## src/smsc_pkg.sv

```systemverilog
// Shared constants and types for the master bus status and control block.
// Assumes a 125 MHz core clock and byte addresses on the register port.
package smsc_pkg;
  // Register byte addresses
  localparam logic [11:0] STATUS_ADDR  = 12'h424;
  localparam logic [11:0] CONTROL_ADDR = 12'h428;
  localparam logic [11:0] MASK_ADDR    = 12'h440;
  // Status field positions
  localparam int INIT_DONE_BIT = 24;
  localparam int ERR_LSB       = 25;
  localparam int ERR_W         = 5;
  // Error flag index within the error field
  localparam int E_NACK = 0;
  localparam int E_LOST = 1;
  localparam int E_MISP = 2;
  localparam int E_CSUM = 3;
  localparam int E_UNMP = 4;
  // Control field positions
  localparam int PRESC_W       = 16;
  localparam int IGN_MASTERS   = 16;
  localparam int IGN_CHECKSUM  = 17;
  // Reset and boot values of the prescaler; reset value of the interrupt mask
  localparam logic [15:0] PRESC_SLOW = 16'h0139;
  localparam logic [15:0] PRESC_FAST = 16'h0053;
  localparam logic [31:0] MASK_RESET = 32'h0000_0000;
  // Timing
  localparam int CLK_PERIOD_NS  = 8;
  localparam int PRESC_UNIT_NS  = 32;
  localparam int CYC_PER_UNIT   = PRESC_UNIT_NS / CLK_PERIOD_NS;
  localparam int ARB_LOSS_LIMIT = 16;
  localparam int STRAP_SETTLE   = 2;

  // Events from the master engine and the EEPROM loader, one-cycle pulses
  typedef struct packed {
    logic init_done;
    logic checksum_bad;
    logic cfg_done_missing;
    logic unmapped_write;
    logic nack;
    logic misplaced;
    logic arb_lost;
    logic arb_won;
  } smsc_events_t;

  // Register port request
  typedef struct packed {
    logic [11:0] addr;
    logic [31:0] wdata;
    logic        wr;
    logic        rd;
  } smsc_req_t;
endpackage : smsc_pkg

```

## src/smsc_top.sv

```systemverilog
// Status, control and interrupt logic of the master serial bus port.
// Assumes the master engine and EEPROM loader share clk_in; straps are pins.

// Notes on behaviour
// - With EEPROM boot enabled, set init-complete when loading ends or errs.
// - Unexpected NACK sets sticky no-ack flag; write one clears it.
// - Lost arbitration is retried automatically without software.
// - Sixteenth consecutive loss aborts and sets sticky lost-arbitration flag.
// - Misplaced START or STOP sets sticky misplaced-condition flag.
// - Bad EEPROM checksum sets sticky checksum flag; write one clears.
// - Missing configuration-done command also sets the checksum flag.
// - Loader write to an absent register sets sticky unmapped flag.
// - Prescaled clock period is 32 ns times the prescaler field.
// - Prescaled clock stops when the prescaler field is zero or one.
// - Prescaler starts at slow or fast value chosen by boot strap.
// - Ignore-other-masters set: transactions go on, won or lost.
// - Ignore-checksum set: checksum always passes, no checksum error.
// - Bus clock low phase lasts half the programmed period.
module smsc_top #(
  parameter int AW = 12
) (
  input  wire logic                  clk_in,
  input  wire logic                  rst_n_in,
  input  wire smsc_pkg::smsc_req_t   req_in,
  input  wire smsc_pkg::smsc_events_t ev_in,
  input  wire logic                  boot_fast_in,
  input  wire logic                  eeprom_boot_in,
  output logic [31:0]                rd_data_out,
  output logic                       irq_out,
  output logic                       retry_arb_out,
  output logic                       abort_out,
  output logic                       ignore_other_masters_out,
  output logic                       checksum_pass_out,
  output logic                       presc_tick_out,
  output logic                       master_bus_clock_pin_out,
  output logic                       master_bus_clock_pin_oe_out
);
  localparam int EL = smsc_pkg::ERR_LSB;
  localparam int EW = smsc_pkg::ERR_W;

  // Register state
  logic [15:0]   master_clock_prescaler;
  logic          ignore_other_masters;
  logic          ignore_checksum_errors;
  logic          eeprom_init_complete;
  logic [EW-1:0] err_flags;
  logic [31:0]   irq_mask;
  logic [4:0]    losses;
  logic          drive_low;
  logic          tick;

  // Strap synchronisers and one-shot load
  logic       fast_s1, fast_s2, boot_s1, boot_s2;
  logic [1:0] settle;
  logic       strap_loaded;
  logic       eeprom_boot;

  // Address decode
  wire hit_sts  = (req_in.addr == smsc_pkg::STATUS_ADDR);
  wire hit_ctl  = (req_in.addr == smsc_pkg::CONTROL_ADDR);
  wire hit_mask = (req_in.addr == smsc_pkg::MASK_ADDR);
  wire wr_sts   = req_in.wr && hit_sts;
  wire wr_ctl   = req_in.wr && hit_ctl;
  wire wr_mask  = req_in.wr && hit_mask;

  // Checksum outcome with the ignore option
  wire csum_fail = (ev_in.checksum_bad || ev_in.cfg_done_missing)
                   && !ignore_checksum_errors;

  // Error flag sets, one per flag
  wire [EW-1:0] err_set;
  assign err_set[smsc_pkg::E_NACK] = ev_in.nack;
  assign err_set[smsc_pkg::E_LOST] = abort_out;
  assign err_set[smsc_pkg::E_MISP] = ev_in.misplaced;
  assign err_set[smsc_pkg::E_CSUM] = csum_fail;
  assign err_set[smsc_pkg::E_UNMP] = ev_in.unmapped_write;

  // Write-one-to-clear; a set in the same cycle wins
  wire [EW-1:0] err_clr    = wr_sts ? req_in.wdata[EL +: EW] : '0;
  wire [EW-1:0] next_err   = (err_flags & ~err_clr) | err_set;

  // Loader finished or stopped on an error
  wire init_end = eeprom_boot && (ev_in.init_done || csum_fail
                  || ev_in.unmapped_write);

  // Status word; unlisted bits stay zero
  wire [31:0] status_word = {2'b00, err_flags, eeprom_init_complete,
                             24'h00_0000};
  wire [31:0] control_word = {14'h0000, ignore_checksum_errors,
                              ignore_other_masters, master_clock_prescaler};

  // Read selection; unmapped addresses read zero
  wire [31:0] rd_mux = hit_sts  ? status_word  :
                       hit_ctl  ? control_word :
                       hit_mask ? irq_mask     : 32'h0000_0000;
  wire        next_irq = |(status_word & irq_mask);

  // Boot strap synchronisers
  always_ff @(posedge clk_in or negedge rst_n_in) begin
    if (!rst_n_in) begin
      fast_s1 <= 1'b0;
      fast_s2 <= 1'b0;
      boot_s1 <= 1'b0;
      boot_s2 <= 1'b0;
    end else begin
      fast_s1 <= boot_fast_in;
      fast_s2 <= fast_s1;
      boot_s1 <= eeprom_boot_in;
      boot_s2 <= boot_s1;
    end
  end

  // Straps caught once the synchronisers have filled
  always_ff @(posedge clk_in or negedge rst_n_in) begin
    if (!rst_n_in) begin
      settle       <= 2'h0;
      strap_loaded <= 1'b0;
      eeprom_boot  <= 1'b0;
    end else if (!strap_loaded) begin
      settle <= settle + 2'h1;
      if (settle == 2'(smsc_pkg::STRAP_SETTLE)) begin
        strap_loaded <= 1'b1;
        eeprom_boot  <= boot_s2;
      end
    end
  end

  // Control register with boot-time prescaler
  always_ff @(posedge clk_in or negedge rst_n_in) begin
    if (!rst_n_in) begin
      master_clock_prescaler <= smsc_pkg::PRESC_SLOW;
      ignore_other_masters   <= 1'b0;
      ignore_checksum_errors <= 1'b0;
    end else if (!strap_loaded &&
                 settle == 2'(smsc_pkg::STRAP_SETTLE)) begin
      master_clock_prescaler <= fast_s2 ? smsc_pkg::PRESC_FAST
                                        : smsc_pkg::PRESC_SLOW;
    end else if (wr_ctl) begin
      master_clock_prescaler <= req_in.wdata[15:0];
      ignore_other_masters   <= req_in.wdata[smsc_pkg::IGN_MASTERS];
      ignore_checksum_errors <= req_in.wdata[smsc_pkg::IGN_CHECKSUM];
    end
  end

  // Status flags and interrupt mask
  always_ff @(posedge clk_in or negedge rst_n_in) begin
    if (!rst_n_in) begin
      err_flags            <= '0;
      eeprom_init_complete <= 1'b0;
      irq_mask             <= smsc_pkg::MASK_RESET;
    end else begin
      err_flags <= next_err;
      if (init_end) begin
        eeprom_init_complete <= 1'b1;
      end
      if (wr_mask) begin
        irq_mask <= req_in.wdata;
      end
    end
  end

  // Read data for one cycle, interrupt and mirrored controls
  always_ff @(posedge clk_in or negedge rst_n_in) begin
    if (!rst_n_in) begin
      rd_data_out              <= 32'h0000_0000;
      irq_out                  <= 1'b0;
      ignore_other_masters_out <= 1'b0;
      checksum_pass_out        <= 1'b0;
      master_bus_clock_pin_out <= 1'b0;
    end else begin
      rd_data_out              <= req_in.rd ? rd_mux : 32'h0000_0000;
      irq_out                  <= next_irq;
      ignore_other_masters_out <= ignore_other_masters;
      checksum_pass_out        <= ignore_checksum_errors;
      master_bus_clock_pin_out <= 1'b0;
    end
  end

  // Arbitration retry counter
  smsc_arb #(
    .LIMIT (smsc_pkg::ARB_LOSS_LIMIT)
  ) u_arb (
    .clk_in     (clk_in),
    .rst_n_in   (rst_n_in),
    .lost_in    (ev_in.arb_lost),
    .won_in     (ev_in.arb_won),
    .ignore_in  (ignore_other_masters),
    .retry_out  (retry_arb_out),
    .abort_out  (abort_out),
    .losses_out (losses)
  );

  // Prescaled bus clock
  smsc_presc #(
    .W   (smsc_pkg::PRESC_W),
    .CPU (smsc_pkg::CYC_PER_UNIT)
  ) u_presc (
    .clk_in        (clk_in),
    .rst_n_in      (rst_n_in),
    .presc_in      (master_clock_prescaler),
    .drive_low_out (drive_low),
    .tick_out      (tick)
  );

  assign master_bus_clock_pin_oe_out = drive_low;
  assign presc_tick_out              = tick;

  // Helper: low phase length, and whether the prescaler held through it
  logic [17:0] low_len;
  logic [15:0] presc_q;
  logic        low_clean;
  always_ff @(posedge clk_in or negedge rst_n_in) begin
    if (!rst_n_in) begin
      low_len   <= '0;
      presc_q   <= '0;
      low_clean <= 1'b0;
    end else begin
      low_len   <= drive_low ? low_len + 18'h00001 : '0;
      presc_q   <= master_clock_prescaler;
      low_clean <= !drive_low || (low_clean && master_clock_prescaler == presc_q);
    end
  end
endmodule : smsc_top

```

## src/smsc_presc.sv

```systemverilog
// Prescaled master bus clock generator with a 50 % duty cycle.
// Assumes the prescale value comes from a register on the same clock.
module smsc_presc #(
  parameter int W   = smsc_pkg::PRESC_W,
  parameter int CPU = smsc_pkg::CYC_PER_UNIT
) (
  input  wire logic         clk_in,
  input  wire logic         rst_n_in,
  input  wire logic [W-1:0] presc_in,
  output logic              drive_low_out,
  output logic              tick_out
);
  localparam int CW = W + 2;
  logic [CW-1:0] cnt;
  // Half period in core cycles, minus one
  wire  [CW-1:0] half_m1 = CW'(presc_in) * CW'(CPU / 2) - CW'(1);
  wire           stopped = (presc_in <= W'(1));
  wire           wrap    = (cnt >= half_m1);

  // Low and high halves of equal length; idle released
  always_ff @(posedge clk_in or negedge rst_n_in) begin
    if (!rst_n_in) begin
      cnt           <= '0;
      drive_low_out <= 1'b0;
      tick_out      <= 1'b0;
    end else if (stopped) begin
      cnt           <= '0;
      drive_low_out <= 1'b0;
      tick_out      <= 1'b0;
    end else if (wrap) begin
      cnt           <= '0;
      drive_low_out <= ~drive_low_out;
      tick_out      <= drive_low_out;
    end else begin
      cnt           <= cnt + CW'(1);
      tick_out      <= 1'b0;
    end
  end
endmodule : smsc_presc

```

## src/smsc_arb.sv

```systemverilog
// Counts consecutive lost arbitrations and asks for retry or abort.
// Assumes loss and win pulses from the master engine on the same clock.
module smsc_arb #(
  parameter int LIMIT = smsc_pkg::ARB_LOSS_LIMIT
) (
  input  wire logic clk_in,
  input  wire logic rst_n_in,
  input  wire logic lost_in,
  input  wire logic won_in,
  input  wire logic ignore_in,
  output logic      retry_out,
  output logic      abort_out,
  output logic [4:0] losses_out
);
  wire last_loss = (losses_out == 5'(LIMIT - 1));
  wire count_it  = lost_in && !ignore_in;

  // Retry below the limit, abort on the last loss
  always_ff @(posedge clk_in or negedge rst_n_in) begin
    if (!rst_n_in) begin
      losses_out <= '0;
      retry_out  <= 1'b0;
      abort_out  <= 1'b0;
    end else begin
      retry_out <= count_it && !last_loss;
      abort_out <= count_it && last_loss;
      if (won_in || (count_it && last_loss)) begin
        losses_out <= '0;
      end else if (count_it) begin
        losses_out <= losses_out + 5'h01;
      end
    end
  end
endmodule : smsc_arb

```

## config.mk

```make
export PLATFORM = sky130hd
export DESIGN_NAME = smsc_top
export DESIGN_NICKNAME = d
export VERILOG_FILES = /design/src/smsc_pkg.sv /design/src/smsc_top.sv /design/src/smsc_presc.sv /design/src/smsc_arb.sv
export SDC_FILE = /design/constraint.sdc
export NUM_CORES = 1
export LEC_CHECK = 0
export ABC_AREA = 1
export BUFFER_PORTS_ARGS = -buffer_cell sky130_fd_sc_hd__buf_2
export CORE_AREA = 2 2 107 109
export CTS_CLUSTER_DIAMETER = 50
export DETAILED_ROUTE_END_ITERATION = 8
export DIE_AREA = 0 0 109 111
export GPL_TIMING_DRIVEN = 0
export PLACE_DENSITY_LB_ADDON = 0.2
export SLEW_MARGIN = 25
export SYNTH_ARGS = -nofsm -noshare
export SYNTH_HDL_FRONTEND = slang
export SYNTH_SLANG_ARGS = --single-unit
```

## constraint.sdc

```tcl
create_clock -name clk_in -period 4.5 [get_ports clk_in]
set_input_delay 0 -clock clk_in [delete_from_list [all_inputs] [get_ports clk_in]]
set_output_delay 0 -clock clk_in [all_outputs]
set_load 0.1 [all_outputs]
```

==> results.md <==
* Number of synthesized flops with an enable pin at 0
* Outcome: completed
* Drt first pass iters at 5
* Arrival time worst endpoint at 3.65 ns
* Combinational share of power at 11.2%
* Postcts setup bufs at 0
* CP top delay family: simple AND/OR/NAND/NOR gates
* Synthesis-stage register bit count at 126
* Clk root buf: clkbuf_16
* Syn_area_per_cell at 8.52 um2
* Final net count at 935
* Worst Hold Path EP: irq_mask[4]$_DFFE_PN0P_
* CP Launch Type: flop
* Synth Net Count at 772
* Fin Clk Skew at 0.00573 ns
* Setup total negative slack at 0 ns
* Max frequency at 0.302 GHz
* Commonest cells post-synth: nand2_1, dfrtp_1, inv_1
* Number of I/O pins at 98
* DR vias at 5108
* Final Max Slew Viols at 0
* CTS tree: yes
* Reg2reg start: master_clock_prescaler[0]$_DFFE_PN1P_
* Switching share of total power at 23.7%
* Antenna Nets Post-Route at 0
* Vias in the first global route at 5060
* Hold WC Path Type: in -> reg
* DRT iter0 DRCs at 394
* IO Port Bufs at 95
* Endpoints failing setup at 0
* Reg2reg end: u_presc.cnt[5]$_DFF_PN0_
* Top post-synthesis cells by area: dfrtp_1, nand2_1, inv_1, ha_1, nor2_1
* Routed vias/inst at 5.07
* YS warnings at 0
* Storage cell area at 0.00316 mm2
* Async SR Flop Fraction at 100%
* Post-route minimum period at 3.31 ns
* Initial antenna violation count at 0
* Final instance area at 0.00769 mm2
* Die area at 0.0121 mm2
* Fillers at 856
* Worst path max stage delay at 0.43 ns
* Finished Layout Cells at 1008
* WP data required at 4.84 ns
* Site row count at 39
* Cells after Synth at 691
* Core area at 0.0111 mm2
* Inst Count DP at 930
* GPL Wtd Cong at 0.878
* WL/cell at 14.2 um
* Area of the multi-input gates at 0.00231 mm2
* Total CTS buffers at 17
* Placed cell area at 0.00658 mm2
* Max Cap Viol at 0
* N_diodes at 0
* Most numerous cell in the Yosys netlist: nand2_1
* Register area share after synthesis at 53.7%
* HP Start: req_in[1]
* Die Y at 111 um
* Sequential power share at 40.6%
* RSZ-0062 raised after global routing: false
* Leak Pwr at 3.97 nW
* First-pass GRT wire length at 23.8 mm
* Net Switching at 719 uW
* DR DRC count at 0
* Mapped cell area at 0.00589 mm2
* Drt total wl at 14.3 mm
* Clock slew at reported path FFs at 0.05 ns
* Fin crit share at 73.6%
* Unique masters post-synth at 30
* Synth Flop Type: dfrtp_1
* CP Capture Type: flop
* Sink Count at 126
* Starting Density at 53.2%
* Fin. Hold Viols at 0
* Critical Path, Cell by Cell: inv_1, ha_1, nand2_1, nor2_1, nand3_1, nor3_1, xor2_1, ha_1, nand2_1, nand2_1, nand2_1, nand2_1, a21oi_1, nand4_1, buf_4, nor2_1
* Slew @ Worst Pin at 0.551 ns
* Worst path bufs/invs at 2
* Util after Layout at 69.4%
* GRT Total Usage at 25.5%
* Largest fanout on the critical path at 10
* Largest net degree at the start of global routing at 83
* Critical path's slowest cell: nand4_1
* Clock Power Share at 48.2%
* Die span in x at 109 um
* Synth top area share at 51.4%
* Layout cells sized above 1 at 16.6%
* Worst VDD drop at 0.000346 V
* Detailed Place HPWL at 9.82 mm
* H-Tree Depth at 4
* Worst Reg-to-Reg Cells at 16
* Final hold slack at 0.0275 ns
* Clk buf depth at 2
* Hold depth at 3
* Largest area contributor in the netlist: dfrtp_1
* Crit-path most repeated cell: nand2_1
* Int Power at 2.31 mW
* Crit Path Category: reg -> reg
* Register-to-Register Setup Slack at 1.19 ns
* Clock Latency Late Sink at 0.42 ns
* Grt ovf at 0
* Pwr Density at 394 mW/mm2
* Area growth syn-to-layout at 30.6%
* Rel. slew slack at 63.0%
-- metrics by stage --
step | worst slack [ns] | power, mW
after floorplan | 1.80 | 1.45
after global placement | 1.29 | 1.54
after detailed placement | 1.24 | 1.56
after CTS | 1.18 | 3.05
after global routing | 0.908 | 3.15
final | 1.19 | 3.03
-- placed cells by master, fill, tap and decap left out, drive strengths merged --
master and instances:
nor2 75, o21ai 49, nor3 7, nand4 7, nor4 1, a21oi 33, dfrtp 121, or3 1
xor2 22, inv 86, o31ai 1, o22ai 7, and2 1, conb 1, xnor2 6, buf 107
nand3 28, a22o 1, or2 3, dlygate4sd3 48, clkbuf 32, clkinv 2, bufinv 4, dfstp 5
a221oi 1, ha 23, a21o 3, a32o 1, nand2 189
-- power groups by stage --
| stage | registers [mW] | clock network, mW | logic (mW) |
|---|---|---|---|
| after detailed placement | 1.25 | 0 | 0.308 |
| after global placement | 1.25 | 0 | 0.291 |
| after global routing | 1.24 | 1.53 | 0.383 |
| final | 1.23 | 1.46 | 0.340 |
| after floorplan | 1.28 | 0 | 0.169 |
| after CTS | 1.23 | 1.47 | 0.342 |
-- logic make-up (layout without fill, tap and decap cells) --
logic type / after synthesis / after routing / synth area share [%]
DFF: 126 / 126 / 53.7
other: 1 / 1 / 0.0637
xor gates and xnor gates: 28 / 28 / 4.16
adders and majority gates: 23 / 23 / 4.89
AOI/OAI and AO/OA: 96 / 96 / 8.69
buffers and inverters: 105 / 279 / 7.05
and+or+nand+nor: 312 / 312 / 21.5
-- worst reg2reg max path, stage by stage, from the launching register on --
cell     delay (ns)
dfstp_2        0.39
inv_1          0.11
ha_1           0.19
nand2_1        0.10
nor2_1         0.29
nand3_1        0.17
nor3_1         0.20
xor2_1         0.19
ha_1           0.26
nand2_1        0.06
nand2_1        0.04
nand2_1        0.05
nand2_1        0.05
a21oi_1        0.25
nand4_1        0.43
buf_4          0.33
nor2_1         0.11
-- state kept, by name (all words and copies together) (netlist names), 2 cells and up --
name                    count
rd_data_out                32
u_arb.losses_out            5
err_flags                   5
irq_mask                   32
settle                      2
master_clock_prescaler     16
u_presc.cnt                18
-- worst max-delay path by stage --
stage / from / end / slack, ns / cells after the start
CTS: master_clock_prescaler[0]$_DFFE_PN1P_ / u_presc.cnt[5]$_DFF_PN0_ / 1.18 / 16
floorplan: master_clock_prescaler[1]$_DFFE_PN0P_ / u_presc.cnt[6]$_DFF_PN0_ / 1.80 / 16
detailed placement: master_clock_prescaler[0]$_DFFE_PN1P_ / u_presc.cnt[5]$_DFF_PN0_ / 1.24 / 16
finish: master_clock_prescaler[0]$_DFFE_PN1P_ / u_presc.cnt[5]$_DFF_PN0_ / 1.19 / 16
global placement: master_clock_prescaler[1]$_DFFE_PN0P_ / u_presc.cnt[14]$_DFF_PN0_ / 1.29 / 16
global route: master_clock_prescaler[1]$_DFFE_PN0P_ / u_presc.cnt[13]$_DFF_PN0_ / 0.91 / 16
-- what timing repair did --
| item | in CTS | in global routing |
|---|---|---|
| hold buffers | 48 | 0 |
| endpoints found under the hold margin | 189 | 0 |
| gates resized for setup | 0 | 0 |
-- metal layers --
layer	global-route usage, %	up-vias	share of wire, %
met5	0	-	0
met4	9.74	0	2.1
met3	5.00	24	4.2
met2	43.1	132	50
met1	32.0	2444	43
li1	-	2508	-
-- area by class of cell --
cell class / instances / share of cell area (%)
inverters: 86 / 4.20
well taps: 143 / 2.33
clock inverters: 6 / 1.69
clock buffers: 24 / 6.52
multi-input cells: 460 / 30.1
plain buffers: 19 / 1.20
repair buffers: 144 / 12.9
flip-flops and latches: 126 / 41.1
Note: power is estimated with default switching activity, not from simulation.
